`src/rtl/ssp_defines.vh`:
```
`ifndef SSP_DEFINES_VH
`define SSP_DEFINES_VH
`define SSP_OFF_CTRL1 12'h000
`define SSP_OFF_CTRL2 12'h004
`define SSP_OFF_STAT 12'h008
`define SSP_OFF_BUF 12'h00C
`define SSP_OFF_T2 12'h010
`define SSP_B_EN 5
`define SSP_B_CKP 4
`define SSP_B_SMP 7
`define SSP_B_CKE 6
`define SSP_B_BF 0
`define SSP_B_ACKDV 5
`define SSP_B_ACKGO 4
`define SSP_B_RXGO 3
`define SSP_B_STOPGO 2
`define SSP_B_RSGO 1
`define SSP_B_STGO 0
`define SSP_M_DIV4 4'h0
`define SSP_M_DIV16 4'h1
`define SSP_M_DIV64 4'h2
`define SSP_M_TIMER_TWO 4'h3
`define SSP_M_SLV_SS 4'h4
`define SSP_M_SLV_NOSS 4'h5
`define SSP_M_I2C_MST 4'h8
`define SSP_HALF4 8'h01
`define SSP_HALF16 8'h07
`define SSP_HALF64 8'h1F
`define SSP_BITS 4'h8
`endif

```
`src/rtl/ssp_port.v`:
```
`timescale 1ns/100ps
`include "ssp_defines.vh"
module ssp_port (
  input wire pclk,
  input wire presetn,
  input wire psel,
  input wire penable,
  input wire pwrite,
  input wire [11:0] paddr,
  input wire [31:0] pwdata,
  output reg [31:0] prdata,
  output reg pready,
  output reg pslverr,
  input wire timer_two_tick,
  input wire sdi,
  output reg sdo,
  output reg sdo_oe,
  input wire sck_in,
  output reg sck_out,
  output reg sck_oe,
  input wire ss_n,
  input wire sda_in,
  output reg sda_oe,
  input wire scl_in,
  output reg scl_oe
);
  ////////////////////////////////////////////////////////////////////////////
  localparam ST_IDLE = 3'h0;
  localparam ST_START = 3'h1;
  localparam ST_RSTART = 3'h2;
  localparam ST_STOP = 3'h3;
  localparam ST_RX = 3'h4;
  localparam ST_ACK = 3'h5;
  reg [7:0] ctrl1_q;
  reg [7:0] ctrl2_q;
  reg [1:0] stat_q;
  reg [7:0] buf_q;
  reg bf_q;
  reg [7:0] t2_q;
  reg [7:0] sh_q;
  reg [3:0] cnt_q;
  reg busy_q;
  reg [7:0] div_q;
  reg sck_q;
  reg samp_q;
  reg [2:0] ist_q;
  reg [1:0] iph_q;
  reg [7:0] idiv_q;
  reg [3:0] icnt_q;
  reg [7:0] ish_q;
  reg irx_done_q;
  wire [2:0] pins;
  wire sck_s;
  wire ss_s;
  wire sdi_s;
  reg sck_p_q;
  wire [3:0] mode = ctrl1_q[3:0];
  wire en = ctrl1_q[`SSP_B_EN];
  wire clock_idle_polarity = ctrl1_q[`SSP_B_CKP];
  wire cke = stat_q[0];
  wire smp = stat_q[1];
  wire master = (mode == `SSP_M_DIV4) || (mode == `SSP_M_DIV16) || (mode == `SSP_M_DIV64)
    || (mode == `SSP_M_TIMER_TWO);
  wire slave = (mode == `SSP_M_SLV_SS) || (mode == `SSP_M_SLV_NOSS);
  wire ss_use = (mode == `SSP_M_SLV_SS);
  wire i2cm = (mode == `SSP_M_I2C_MST);
  wire wr = psel && penable && pwrite;
  wire rd = psel && penable && !pwrite;
  wire buf_wr = wr && (paddr == `SSP_OFF_BUF);
  ////////////////////////////////////////////////////////////////////////////
  function [7:0] half_of;
    input [3:0] m;
    begin
      case (m)
        `SSP_M_DIV4: half_of = `SSP_HALF4;
        `SSP_M_DIV16: half_of = `SSP_HALF16;
        default: half_of = `SSP_HALF64;
      endcase
    end
  endfunction
  ssp_sync #(.W(3)) u_sync (
    .pclk(pclk),
    .presetn(presetn),
    .d({sck_in, ss_n, sdi}),
    .q(pins)
  );
  assign sck_s = pins[2];
  assign ss_s = pins[1];
  assign sdi_s = pins[0];
  ////////////////////////////////////////////////////////////////////////////
  // Register access; a CTRL2 write is taken only while the I2C engine is idle, and then wins over a hardware clear of the go bits.
  always @(posedge pclk or negedge presetn)
  begin
    if (!presetn)
    begin
      ctrl1_q <= 8'h00;
      stat_q <= 2'h0;
      t2_q <= 8'h00;
      pready <= 1'b0;
      pslverr <= 1'b0;
      prdata <= 32'h00000000;
    end
    else
    begin
      pready <= psel && penable && !pready;
      pslverr <= 1'b0;
      if (wr && !pready)
      begin
        case (paddr)
          `SSP_OFF_CTRL1: ctrl1_q <= pwdata[7:0];
          `SSP_OFF_STAT: stat_q <= pwdata[7:6];
          `SSP_OFF_T2: t2_q <= pwdata[7:0];
          `SSP_OFF_CTRL2, `SSP_OFF_BUF: ;
          default: pslverr <= 1'b1;
        endcase
      end
      if (rd && !pready)
      begin
        case (paddr)
          `SSP_OFF_CTRL1: prdata <= {24'h000000, ctrl1_q};
          `SSP_OFF_CTRL2: prdata <= {24'h000000, ctrl2_q};
          `SSP_OFF_STAT: prdata <= {24'h000000, stat_q, 5'h00, bf_q};
          `SSP_OFF_BUF: prdata <= {24'h000000, buf_q};
          `SSP_OFF_T2: prdata <= {24'h000000, t2_q};
          default:
          begin
            prdata <= 32'h00000000;
            pslverr <= 1'b1;
          end
        endcase
      end
    end
  end
  ////////////////////////////////////////////////////////////////////////////
  // SPI engine: master clock generation, slave edge following, MSb first.
  always @(posedge pclk or negedge presetn)
  begin
    if (!presetn)
    begin
      sh_q <= 8'h00;
      cnt_q <= 4'h0;
      busy_q <= 1'b0;
      div_q <= 8'h00;
      sck_q <= 1'b0;
      samp_q <= 1'b0;
      buf_q <= 8'h00;
      bf_q <= 1'b0;
      sck_p_q <= 1'b0;
      sdo <= 1'b0;
      sdo_oe <= 1'b0;
      sck_out <= 1'b0;
      sck_oe <= 1'b0;
    end
    else
    begin
      sck_p_q <= sck_s;
      if (rd && !pready && paddr == `SSP_OFF_BUF)
        bf_q <= 1'b0;
      sck_oe <= en && master;
      sdo_oe <= en && (master || (slave && !(ss_use && ss_s)));
      if (!en || !(master || slave) || (ss_use && ss_s))
      begin
        busy_q <= 1'b0;
        cnt_q <= 4'h0;
        sck_q <= 1'b0;
        sck_out <= clock_idle_polarity;
        if (buf_wr && !pready)
          sh_q <= pwdata[7:0];
        if (irx_done_q)
        begin
          buf_q <= ish_q;
          bf_q <= 1'b1;
        end
      end
      else if (master)
      begin
        if (!busy_q)
        begin
          sck_out <= clock_idle_polarity;
          sck_q <= 1'b0;
          if (buf_wr && !pready)
          begin
            sh_q <= pwdata[7:0];
            sdo <= pwdata[7];
            busy_q <= 1'b1;
            cnt_q <= 4'h0;
            div_q <= 8'h00;
          end
        end
        else if ((mode == `SSP_M_TIMER_TWO) ? timer_two_tick : (div_q == half_of(mode)))
        begin
          div_q <= 8'h00;
          sck_q <= !sck_q;
          sck_out <= clock_idle_polarity ^ !sck_q;
          if (!sck_q)
          begin
            if (cke)
              samp_q <= sdi_s;
            else
              sdo <= sh_q[7];
          end
          if (sck_q)
          begin
            sh_q <= {sh_q[6:0], (cke && !smp) ? samp_q : sdi_s};
            if (cke)
              sdo <= sh_q[6];
            cnt_q <= cnt_q + 4'h1;
            if (cnt_q == `SSP_BITS - 4'h1)
            begin
              busy_q <= 1'b0;
              buf_q <= {sh_q[6:0], (cke && !smp) ? samp_q : sdi_s};
              bf_q <= 1'b1;
            end
          end
        end
        else if (mode != `SSP_M_TIMER_TWO)
          div_q <= div_q + 8'h01;
      end
      else
      begin
        if (buf_wr && !pready && cnt_q == 4'h0)
        begin
          sh_q <= pwdata[7:0];
          sdo <= pwdata[7];
        end
        if (sck_s != sck_p_q)
        begin
          if ((sck_s ^ clock_idle_polarity) != cke)
            samp_q <= sdi_s;
          else
          begin
            sh_q <= {sh_q[6:0], samp_q};
            sdo <= sh_q[6];
            cnt_q <= (cnt_q == `SSP_BITS - 4'h1) ? 4'h0 : cnt_q + 4'h1;
            if (cnt_q == `SSP_BITS - 4'h1)
            begin
              buf_q <= {sh_q[6:0], samp_q};
              bf_q <= 1'b1;
            end
          end
        end
      end
    end
  end
  ////////////////////////////////////////////////////////////////////////////
  // I2C master sequences driven by the go bits, each cleared when done.
  always @(posedge pclk or negedge presetn)
  begin
    if (!presetn)
    begin
      ctrl2_q <= 8'h00;
      ist_q <= ST_IDLE;
      iph_q <= 2'h0;
      idiv_q <= 8'h00;
      icnt_q <= 4'h0;
      ish_q <= 8'h00;
      irx_done_q <= 1'b0;
      sda_oe <= 1'b0;
      scl_oe <= 1'b0;
    end
    else
    begin
      irx_done_q <= 1'b0;
      if (wr && !pready && paddr == `SSP_OFF_CTRL2 && ist_q == ST_IDLE)
        ctrl2_q <= pwdata[7:0];
      else
      begin
        idiv_q <= (idiv_q == `SSP_HALF16) ? 8'h00 : idiv_q + 8'h01;
        if (idiv_q == `SSP_HALF16)
        begin
          iph_q <= iph_q + 2'h1;
          case (ist_q)
            ST_IDLE:
            begin
              iph_q <= 2'h0;
              if (i2cm && en && ctrl2_q[`SSP_B_STGO]) ist_q <= ST_START;
              else if (i2cm && en && ctrl2_q[`SSP_B_RSGO]) ist_q <= ST_RSTART;
              else if (i2cm && en && ctrl2_q[`SSP_B_STOPGO]) ist_q <= ST_STOP;
              else if (i2cm && en && ctrl2_q[`SSP_B_RXGO]) ist_q <= ST_RX;
              else if (i2cm && en && ctrl2_q[`SSP_B_ACKGO]) ist_q <= ST_ACK;
              else ctrl2_q[4:0] <= 5'h00;
              icnt_q <= 4'h0;
            end
            ST_START:
            begin
              sda_oe <= (iph_q != 2'h0);
              scl_oe <= (iph_q == 2'h3);
              if (iph_q == 2'h3)
              begin
                ctrl2_q[`SSP_B_STGO] <= 1'b0;
                ist_q <= ST_IDLE;
              end
            end
            ST_RSTART:
            begin
              sda_oe <= (iph_q == 2'h2) || (iph_q == 2'h3);
              scl_oe <= (iph_q == 2'h0) || (iph_q == 2'h3);
              if (iph_q == 2'h3)
              begin
                ctrl2_q[`SSP_B_RSGO] <= 1'b0;
                ist_q <= ST_IDLE;
              end
            end
            ST_STOP:
            begin
              sda_oe <= (iph_q != 2'h3);
              scl_oe <= (iph_q == 2'h0);
              if (iph_q == 2'h3)
              begin
                ctrl2_q[`SSP_B_STOPGO] <= 1'b0;
                ist_q <= ST_IDLE;
              end
            end
            ST_RX:
            begin
              sda_oe <= 1'b0;
              scl_oe <= (iph_q == 2'h0) || (iph_q == 2'h3);
              if (iph_q == 2'h2)
                ish_q <= {ish_q[6:0], sda_in};
              if (iph_q == 2'h3)
              begin
                icnt_q <= icnt_q + 4'h1;
                if (icnt_q == `SSP_BITS - 4'h1)
                begin
                  irx_done_q <= 1'b1;
                  ctrl2_q[`SSP_B_RXGO] <= 1'b0;
                  ist_q <= ST_IDLE;
                end
              end
            end
            ST_ACK:
            begin
              sda_oe <= !ctrl2_q[`SSP_B_ACKDV];
              scl_oe <= (iph_q == 2'h0) || (iph_q == 2'h3);
              if (iph_q == 2'h3)
              begin
                ctrl2_q[`SSP_B_ACKGO] <= 1'b0;
                ist_q <= ST_IDLE;
              end
            end
            default: ist_q <= ST_IDLE;
          endcase
        end
      end
    end
  end
endmodule // ssp_port

```
`src/rtl/ssp_sync.v`:
```
`timescale 1ns/100ps
// Two-stage synchroniser for the SPI pins that come from the far party.
module ssp_sync #(
  parameter W = 3
) (
  input wire pclk,
  input wire presetn,
  input wire [W-1:0] d,
  output wire [W-1:0] q
);
  reg [W-1:0] s1_q;
  reg [W-1:0] s2_q;
  always @(posedge pclk or negedge presetn)
  begin
    if (!presetn)
    begin
      s1_q <= {W{1'b0}};
      s2_q <= {W{1'b0}};
    end
    else
    begin
      s1_q <= d;
      s2_q <= s1_q;
    end
  end
  assign q = s2_q;
endmodule // ssp_sync

```
`config.mk`:
```
export PLATFORM = sky130hd
export DESIGN_NAME = ssp_port
export DESIGN_NICKNAME = d
export VERILOG_FILES = /design/src/rtl/ssp_port.v /design/src/rtl/ssp_sync.v
export VERILOG_INCLUDE_DIRS = /design/src /design/src/rtl
export SDC_FILE = /design/constraint.sdc
export NUM_CORES = 1
export LEC_CHECK = 0
export ABC_AREA = 1
export BUFFER_PORTS_ARGS = -buffer_cell sky130_fd_sc_hd__clkbuf_2
export CAP_MARGIN = 5
export CORE_ASPECT_RATIO = 1.75
export CORE_MARGIN = 4
export CORE_UTILIZATION = 56
export CTS_BUF_LIST = sky130_fd_sc_hd__clkbuf_16
export DETAILED_ROUTE_END_ITERATION = 12
export PLACE_DENSITY = 0.89
export REMOVE_ABC_BUFFERS = 1
export SETUP_SLACK_MARGIN = 0.1
export SLEW_MARGIN = 40
export SYNTH_ARGS = -nofsm -noshare
export SYNTH_HDL_FRONTEND = slang
export SYNTH_SLANG_ARGS = --single-unit
```
`constraint.sdc`:
```
create_clock -name pclk -period 2.1 [get_ports pclk]
set_clock_uncertainty 0.2 [all_clocks]
set_input_delay 0.21 -clock pclk [delete_from_list [all_inputs] [get_ports pclk]]
set_output_delay 0.21 -clock pclk [all_outputs]
set_load 0.1 [all_outputs]
```
# Word level (Yosys, flattened, before mapping)
# Cells that the tools add are included.
# Widths: inputs -> output; s select.
# word_totals
ff_bits,131
latchBits,0
ram_bits,0
rom_bits,0
in_bits,55
wordCells,308
mem_count,0
# op_classes
add_sub_neg,5
mul,0
div_mod_pow,0
n_lt_le_gt_ge,0
n_eq_ne,57
shifts,0
mux,121
n_bitwise,4
n_reduce_logical,86
# op_table
operator,n
$mux 8,27
$mux 1,57
$mux 4,10
$pmux 8 s5,1
$reduce_and 8->1,5
$ne 3x3->1 const B,12
$mux 5,7
$eq 12x4->1 const B,2
$mux 3,8
$reduce_bool 3->1,8
$logic_and 1x1->1,23
$add 8x1->8 const B,2
$eq 4x3->1 const B,4
$ne 3x2->1 const B,5
$ne 2x2->1 const B,7
$reduce_bool 2->1,7
$eq 12x3->1 const B,1
$eq 12x5->1 const B,1
$logic_not 12->1,1
$ne 4x2->1 const B,3
$reduce_and 2->1,6
$reduce_and 4->1,3
$logic_or 1x1->1,10
$pmux 1 s2,5
37 further kinds,58

# Logic depth before layout (Yosys ltp)
# depth
word_depth,15
ltp_mapped,14
mapped_depth_nobuf,13

# Hierarchy
# A second synthesis with hierarchy kept.
# hier_totals
cells_unflattened,837
hier_area_um2,6379.9
# modules_own_cells
module,n_inst,cells_per_inst,area_each_um2
ssp_port,1,831,6229.7
ssp_sync,1,6,150.1

# Worst setup path after synthesis
# OpenSTA, ideal clock, no wires.
# synth_path
path_kind,register to register
startpoint,reg pready
endpoint,reg div_q[6]
setup_ns,0.117
arrival_time_ns,1.962
required_ns,1.783
slack_ns,-0.179
path_stages_with_launch,10
path_buffers,1
path_cell_list,dfrtp_1 -> inv_1 -> nand3_1 -> nor2_4 -> nand3_4 -> a21oi_4 -> o21ai_2 -> buf_6 -> nand2_2 -> o21ai_2
# synth_via
elab_chain_len,4
# synth_rtl
element,line,source
"start, declared",ssp_port.v:12,"output reg pready,"
"start signal, assigned",ssp_port.v:105,pready <= psel && penable && !pready;
$logic_not 1->1,ssp_port.v:181,if (buf_wr && !pready)
$logic_and 1x1->1,ssp_port.v:181,
$reduce_bool 2->1 (no source line),n/a,
$reduce_and 4->1 (no source line),n/a,
"end signal, assigned",ssp_port.v:217,div_q <= div_q + 8'h01;
"end, declared",ssp_port.v:43,reg [7:0] div_q;
# Every way passes these cells.
# A chain may end at the register's enable or synchronous reset.

# Final worst setup path
# layout_path
startpoint,reg ctrl1_q[4]
endpoint,reg sh_q[7]
# layout_via
elab_chain_len,6
# layout_rtl
element,line,source
"start, declared",ssp_port.v:34,reg [7:0] ctrl1_q;
"start signal, assigned",ssp_port.v:110,`SSP_OFF_CTRL1: ctrl1_q <= pwdata[7:0];
$xor 1x1->1,ssp_port.v:228,if ((sck_s ^ clock_idle_polarity) != cke)
$ne 1x1->1,ssp_port.v:228,
$mux 8,ssp_port.v:228,
$mux 8,ssp_port.v:226,if (sck_s != sck_p_q)
$mux 8,ssp_port.v:175,else if (master)
$mux 8,ssp_port.v:161,if (!en || !(master || slave) || (ss_use && ss_s))
"end signal, assigned",ssp_port.v:168,sh_q <= pwdata[7:0];
"end signal, assigned",ssp_port.v:183,sh_q <= pwdata[7:0];
"end signal, assigned",ssp_port.v:232,"sh_q <= {sh_q[6:0], samp_q};"
"end, declared",ssp_port.v:40,reg [7:0] sh_q;
# Every way passes these cells.

==> metrics list <==
- Yosys mapped the design onto 46 distinct sky130hd cell types.
- Number of cells on the worst hold path: 3
- Once placement finished, the instance area stood at 7040 µm².
- In the routed layout, each cell is associated on average with a via count of 5.93.
- Layout fillers: 834
* Max-slew violation count: 0
* Row Count: 51
- Clock latency on the worst-skew pair, taken at its later pin, is 350 ps.
- Multi-input combinational cell area: 3320 µm²
- Dividing total power by cell area gives a power density of 597 nW/µm².
- The first global-routing pass estimated 27200 µm of wire.
- Largest fanout of any net on the critical path: 11
* Instance count on the critical path: 14
* Buf/Inv on CP: 3
- The biggest area contributor in the post-synthesis netlist is sky130_fd_sc_hd__dfrtp_1.
* Largest stage delay on the critical path: 480 ps
- Pin count of the biggest net entering global routing: 42
* Worst setup path class: flip-flop to flip-flop
* Sequential cell area: 2680 µm²
- The via count of the first global-routing pass is 6004.
- Overflow left after global routing: 0
- Peak supply drop: 0.703 mV
- I/O Pins: 95
- Overall die area: 13400 µm²
* Worst slew margin relative to its limit: 54.5%
- Final critical-path required period: 2030 ps
- Cell area after synthesis: 6470 µm²
- H-tree lvl count: 3
- Master of the slowest instance on the critical path: sky130_fd_sc_hd__dfrtp_1
- Post-route design area: 7660 µm²
* Iteration-0 DRC count of the detailed router: 902
- Walking the worst path, the cells encountered are inv_1 -> nand2_1 -> nand2_1 -> nand2_1 -> nand2_1 -> nand2_1 -> buf_4 -> inv_1 -> nand2_1 -> o21ai_1 -> nor2_1 -> nand2_1 -> nand2_1 -> nand2_1.
- Chip height: 150 µm
- Power dissipated by switching net loads: 1.43 mW
- The tightest min-delay check is of the primary input to flip-flop type.
- Arrival time of data at the critical path endpoint: 2080 ps
- Worst reg2reg path depth: 14
* Mean instance size in the synthesized netlist: 7.58 µm²
* Wirelength per Cell: 16.8 µm
* Final wirelength: 18500 µm
- Fmax: 0.492 GHz
- At the worst endpoint, the required time is 2140 ps.
- Share of post-route cells with drive strength above 1: 21.1%
- Yosys printed 0 warnings.
- Startpoint kind of the worst setup timing path: flip-flop
* Mapped Cells: 854
- Pre-CTS setup slack: 22.8 ps
- Static Leakage: 3.79 nW
- The synthesized design contains 107 register bits.
- Area added between synthesis and finish: 18.3%
- Of the total power, the share spent switching nets is 31.3%.
* Num CTS Buffers: 9
- Via total after detailed routing: 6536
- Part of the Yosys area used for sequential elements: 41.4%
- The tool flagged a number of max-cap violations equal to 0.
* Final count of negative-setup-slack endpoints: 0
- The startpoint identified for the worst register-to-register timing path is ctrl1_q[4].
* Async SR Flop Fraction: 100%
* Summed negative setup slack over all endpoints: 0 ps
- HPWL after DPL: 12300 µm
- Final worst path period share: 96.7%
- Top cell types by occurrence after synthesis: 248 x sky130_fd_sc_hd__nand2_1, 107 x sky130_fd_sc_hd__dfrtp_1, 99 x sky130_fd_sc_hd__inv_1
* TritonCTS clock tree: built
- Top_reg_cell synth: sky130_fd_sc_hd__dfrtp_1
* Initial DRT Pass Iterations: 7
- Initial antenna violation count: 0
- The worst setup path is captured at a flip-flop.
- The synthesized design contains 0 enable-type register cells.
* Longest Clk Path Bufs: 2
- Outcome: complete, no violations
- Clock tree synthesis selected as its root buffer the cell sky130_fd_sc_hd__clkbuf_16.
- End of the worst register-to-register path: sh_q[7]
* Launch instance of the worst min-delay path: pwdata[4]
- The top cell type by area accounts for 41.4% of the synthesized area.
- Worst Setup Slack, final: 69.2 ps
- Share of total power in sequential cells: 49.2%
- DIE WIDTH: 89.3 µm
- Setup repair after global routing could not meet its margin everywhere.
- Net count, final: 1029
* Leading cell type by number of instances after synthesis: sky130_fd_sc_hd__nand2_1
- Of the total power, combinational logic draws 16.1%.
- Largest delay contributor family on the critical path: simple AND/OR/NAND/NOR gates
* Most frequent cell on the critical path: sky130_fd_sc_hd__nand2_1
* Ant diodes: 0
- The worst hold path terminates at t2_q[4].
* Transition time of the tightest slew-check pin: 678 ps
- Post-CTS clock slew at the launch and capture registers of the worst setup and hold paths: 70 ps
- After detailed routing, the number of remaining DRC violations is 0.
- Internal Pwr Total: 3.14 mW
- # port buffers: 45
* Effective utilization at floorplan: 57.6%
* Core outline area: 11200 µm²
- At the end of routability-driven placement, the weighted congestion stood at 0.966.
- The final count of hold timing violations was 0.
- After synthesis, the cell types taking the most area are sky130_fd_sc_hd__dfrtp_1 41%, sky130_fd_sc_hd__nand2_1 14%, sky130_fd_sc_hd__inv_1 5.7%.
- Post-route ant nets: 0
- Global routing used 25.9% of the available tracks.
- The clock drives 107 sinks.
* Worst-case register-to-register setup slack: 70 ps
- Of the total power, the clock network draws 34.7%.
## placed cells by master, fill, tap and decap left out, types with 3 or more instances in the layout
cell type and n:
sky130_fd_sc_hd__conb_1 24, sky130_fd_sc_hd__buf_6 3, sky130_fd_sc_hd__nand3_4 5, sky130_fd_sc_hd__nor2_2 5
sky130_fd_sc_hd__nand3_1 64, sky130_fd_sc_hd__nand3_2 3, sky130_fd_sc_hd__o211ai_1 3, sky130_fd_sc_hd__o21ai_0 43
sky130_fd_sc_hd__a21oi_1 16, sky130_fd_sc_hd__dfrtp_2 4, sky130_fd_sc_hd__nand3b_1 4, sky130_fd_sc_hd__nand2_2 13
sky130_fd_sc_hd__buf_12 4, sky130_fd_sc_hd__dfrtp_1 103, sky130_fd_sc_hd__clkbuf_2 44, sky130_fd_sc_hd__clkinvlp_4 3
sky130_fd_sc_hd__xor2_1 9, sky130_fd_sc_hd__nor2_4 7, sky130_fd_sc_hd__nand2_1 246, sky130_fd_sc_hd__buf_4 54
sky130_fd_sc_hd__o21ai_2 11, sky130_fd_sc_hd__nor3_1 9, sky130_fd_sc_hd__o21ai_1 40, sky130_fd_sc_hd__ha_1 9
sky130_fd_sc_hd__nand2_4 6, sky130_fd_sc_hd__inv_2 10, sky130_fd_sc_hd__nand4_1 20, sky130_fd_sc_hd__nor2_1 47
sky130_fd_sc_hd__clkbuf_16 9, sky130_fd_sc_hd__dlygate4sd3_1 6, sky130_fd_sc_hd__o211ai_2 6, sky130_fd_sc_hd__o2111ai_1 6
sky130_fd_sc_hd__inv_1 97, sky130_fd_sc_hd__clkinv_1 6, sky130_fd_sc_hd__a31oi_1 4
## metrics by stage
stage | utilization (%) | hold slack (ps) | cells | total power, mW
3_3_place_gp | 62.6 | -21.6 | 1056 | 2.97
3_5_place_dp | 62.6 | -16.2 | 1056 | 2.99
6_report | 68.2 | 37.6 | 1102 | 4.57
4_1_cts | 66.2 | 32.5 | 1085 | 4.55
2_1_floorplan | - | -286 | 839 | 2.80
5_1_grt | 68.2 | 54.7 | 1102 | 4.75
## flip-flops by register name (all words and copies together), names as in the netlist, 2 cells and up
| signal | flops |
|---|---|
| buf_q | 8 |
| cnt_q | 4 |
| ctrl1_q | 8 |
| ctrl2_q | 8 |
| div_q | 8 |
| icnt_q | 4 |
| idiv_q | 8 |
| iph_q | 2 |
| ish_q | 8 |
| ist_q | 3 |
| prdata | 8 |
| sh_q | 8 |
| stat_q | 2 |
| t2_q | 8 |
| u_sync.q | 3 |
| u_sync.s1_q | 3 |
## cell families after synthesis
group | count (synthesis) | synth area share, %
AOI/OAI and AO/OA | 140 | 13.2
xor gates and xnor gates | 10 | 1.35
adders and majority gates | 9 | 1.74
buffers and inverters | 150 | 10.6
DFF | 107 | 41.4
other | 1 | 0.0579
and+or+nand+nor | 437 | 31.6
## how the worst max path moves through the flow
stage                    start        end
detailed placement  ctrl1_q[2]   buf_q[4]
floorplan               pready   div_q[1]
global placement      paddr[7]        sdo
global route            pready    sh_q[0]
finish              ctrl1_q[4]    sh_q[7]
CTS                  idiv_q[0]  icnt_q[2]
## power groups by stage
stage,sequential [mW],clock (mW),combinational [mW]
6_report,2.25,1.58,0.737
5_1_grt,2.26,1.69,0.806
4_1_cts,2.25,1.58,0.720
3_5_place_dp,2.29,0,0.704
3_3_place_gp,2.28,0,0.693
2_1_floorplan,2.36,0,0.440
## worst register-to-register path, delay by kind of cell (launching register included)
kind            cells  cell delay, ps
buf+inv             3             420
flops               1             480
compound gates      1              70
simple gates       10             770
## layout make-up
class                           instances  share of cell area (%)
Multi-Input combinational cell        624                    43.3
Sequential cell                       107                    35.0
Timing Repair Buffer                  111                    10.4
Inverter                              112                    5.54
Clock buffer                            9                    2.94
Tap cell                              132                    2.16
Clock inverter                          7                   0.572
## metal layers
| layer | wire length, µm | track usage (%) |
|---|---|---|
| met5 | 0 | 0 |
| met1 | 6480 | 29.0 |
| met3 | 1580 | 4.98 |
| met4 | 1520 | 16.6 |
| met2 | 8960 | 43.7 |
## what timing repair did
item,in CTS,in global routing
pin swaps,2,9
gates resized for setup,3,28
setup endpoints to repair,20,45
hold buffers,6,0
buffers inserted,7,13
hold endpoints to repair,74,0
cloned,0,4
(Power assumes the default switching activity.)
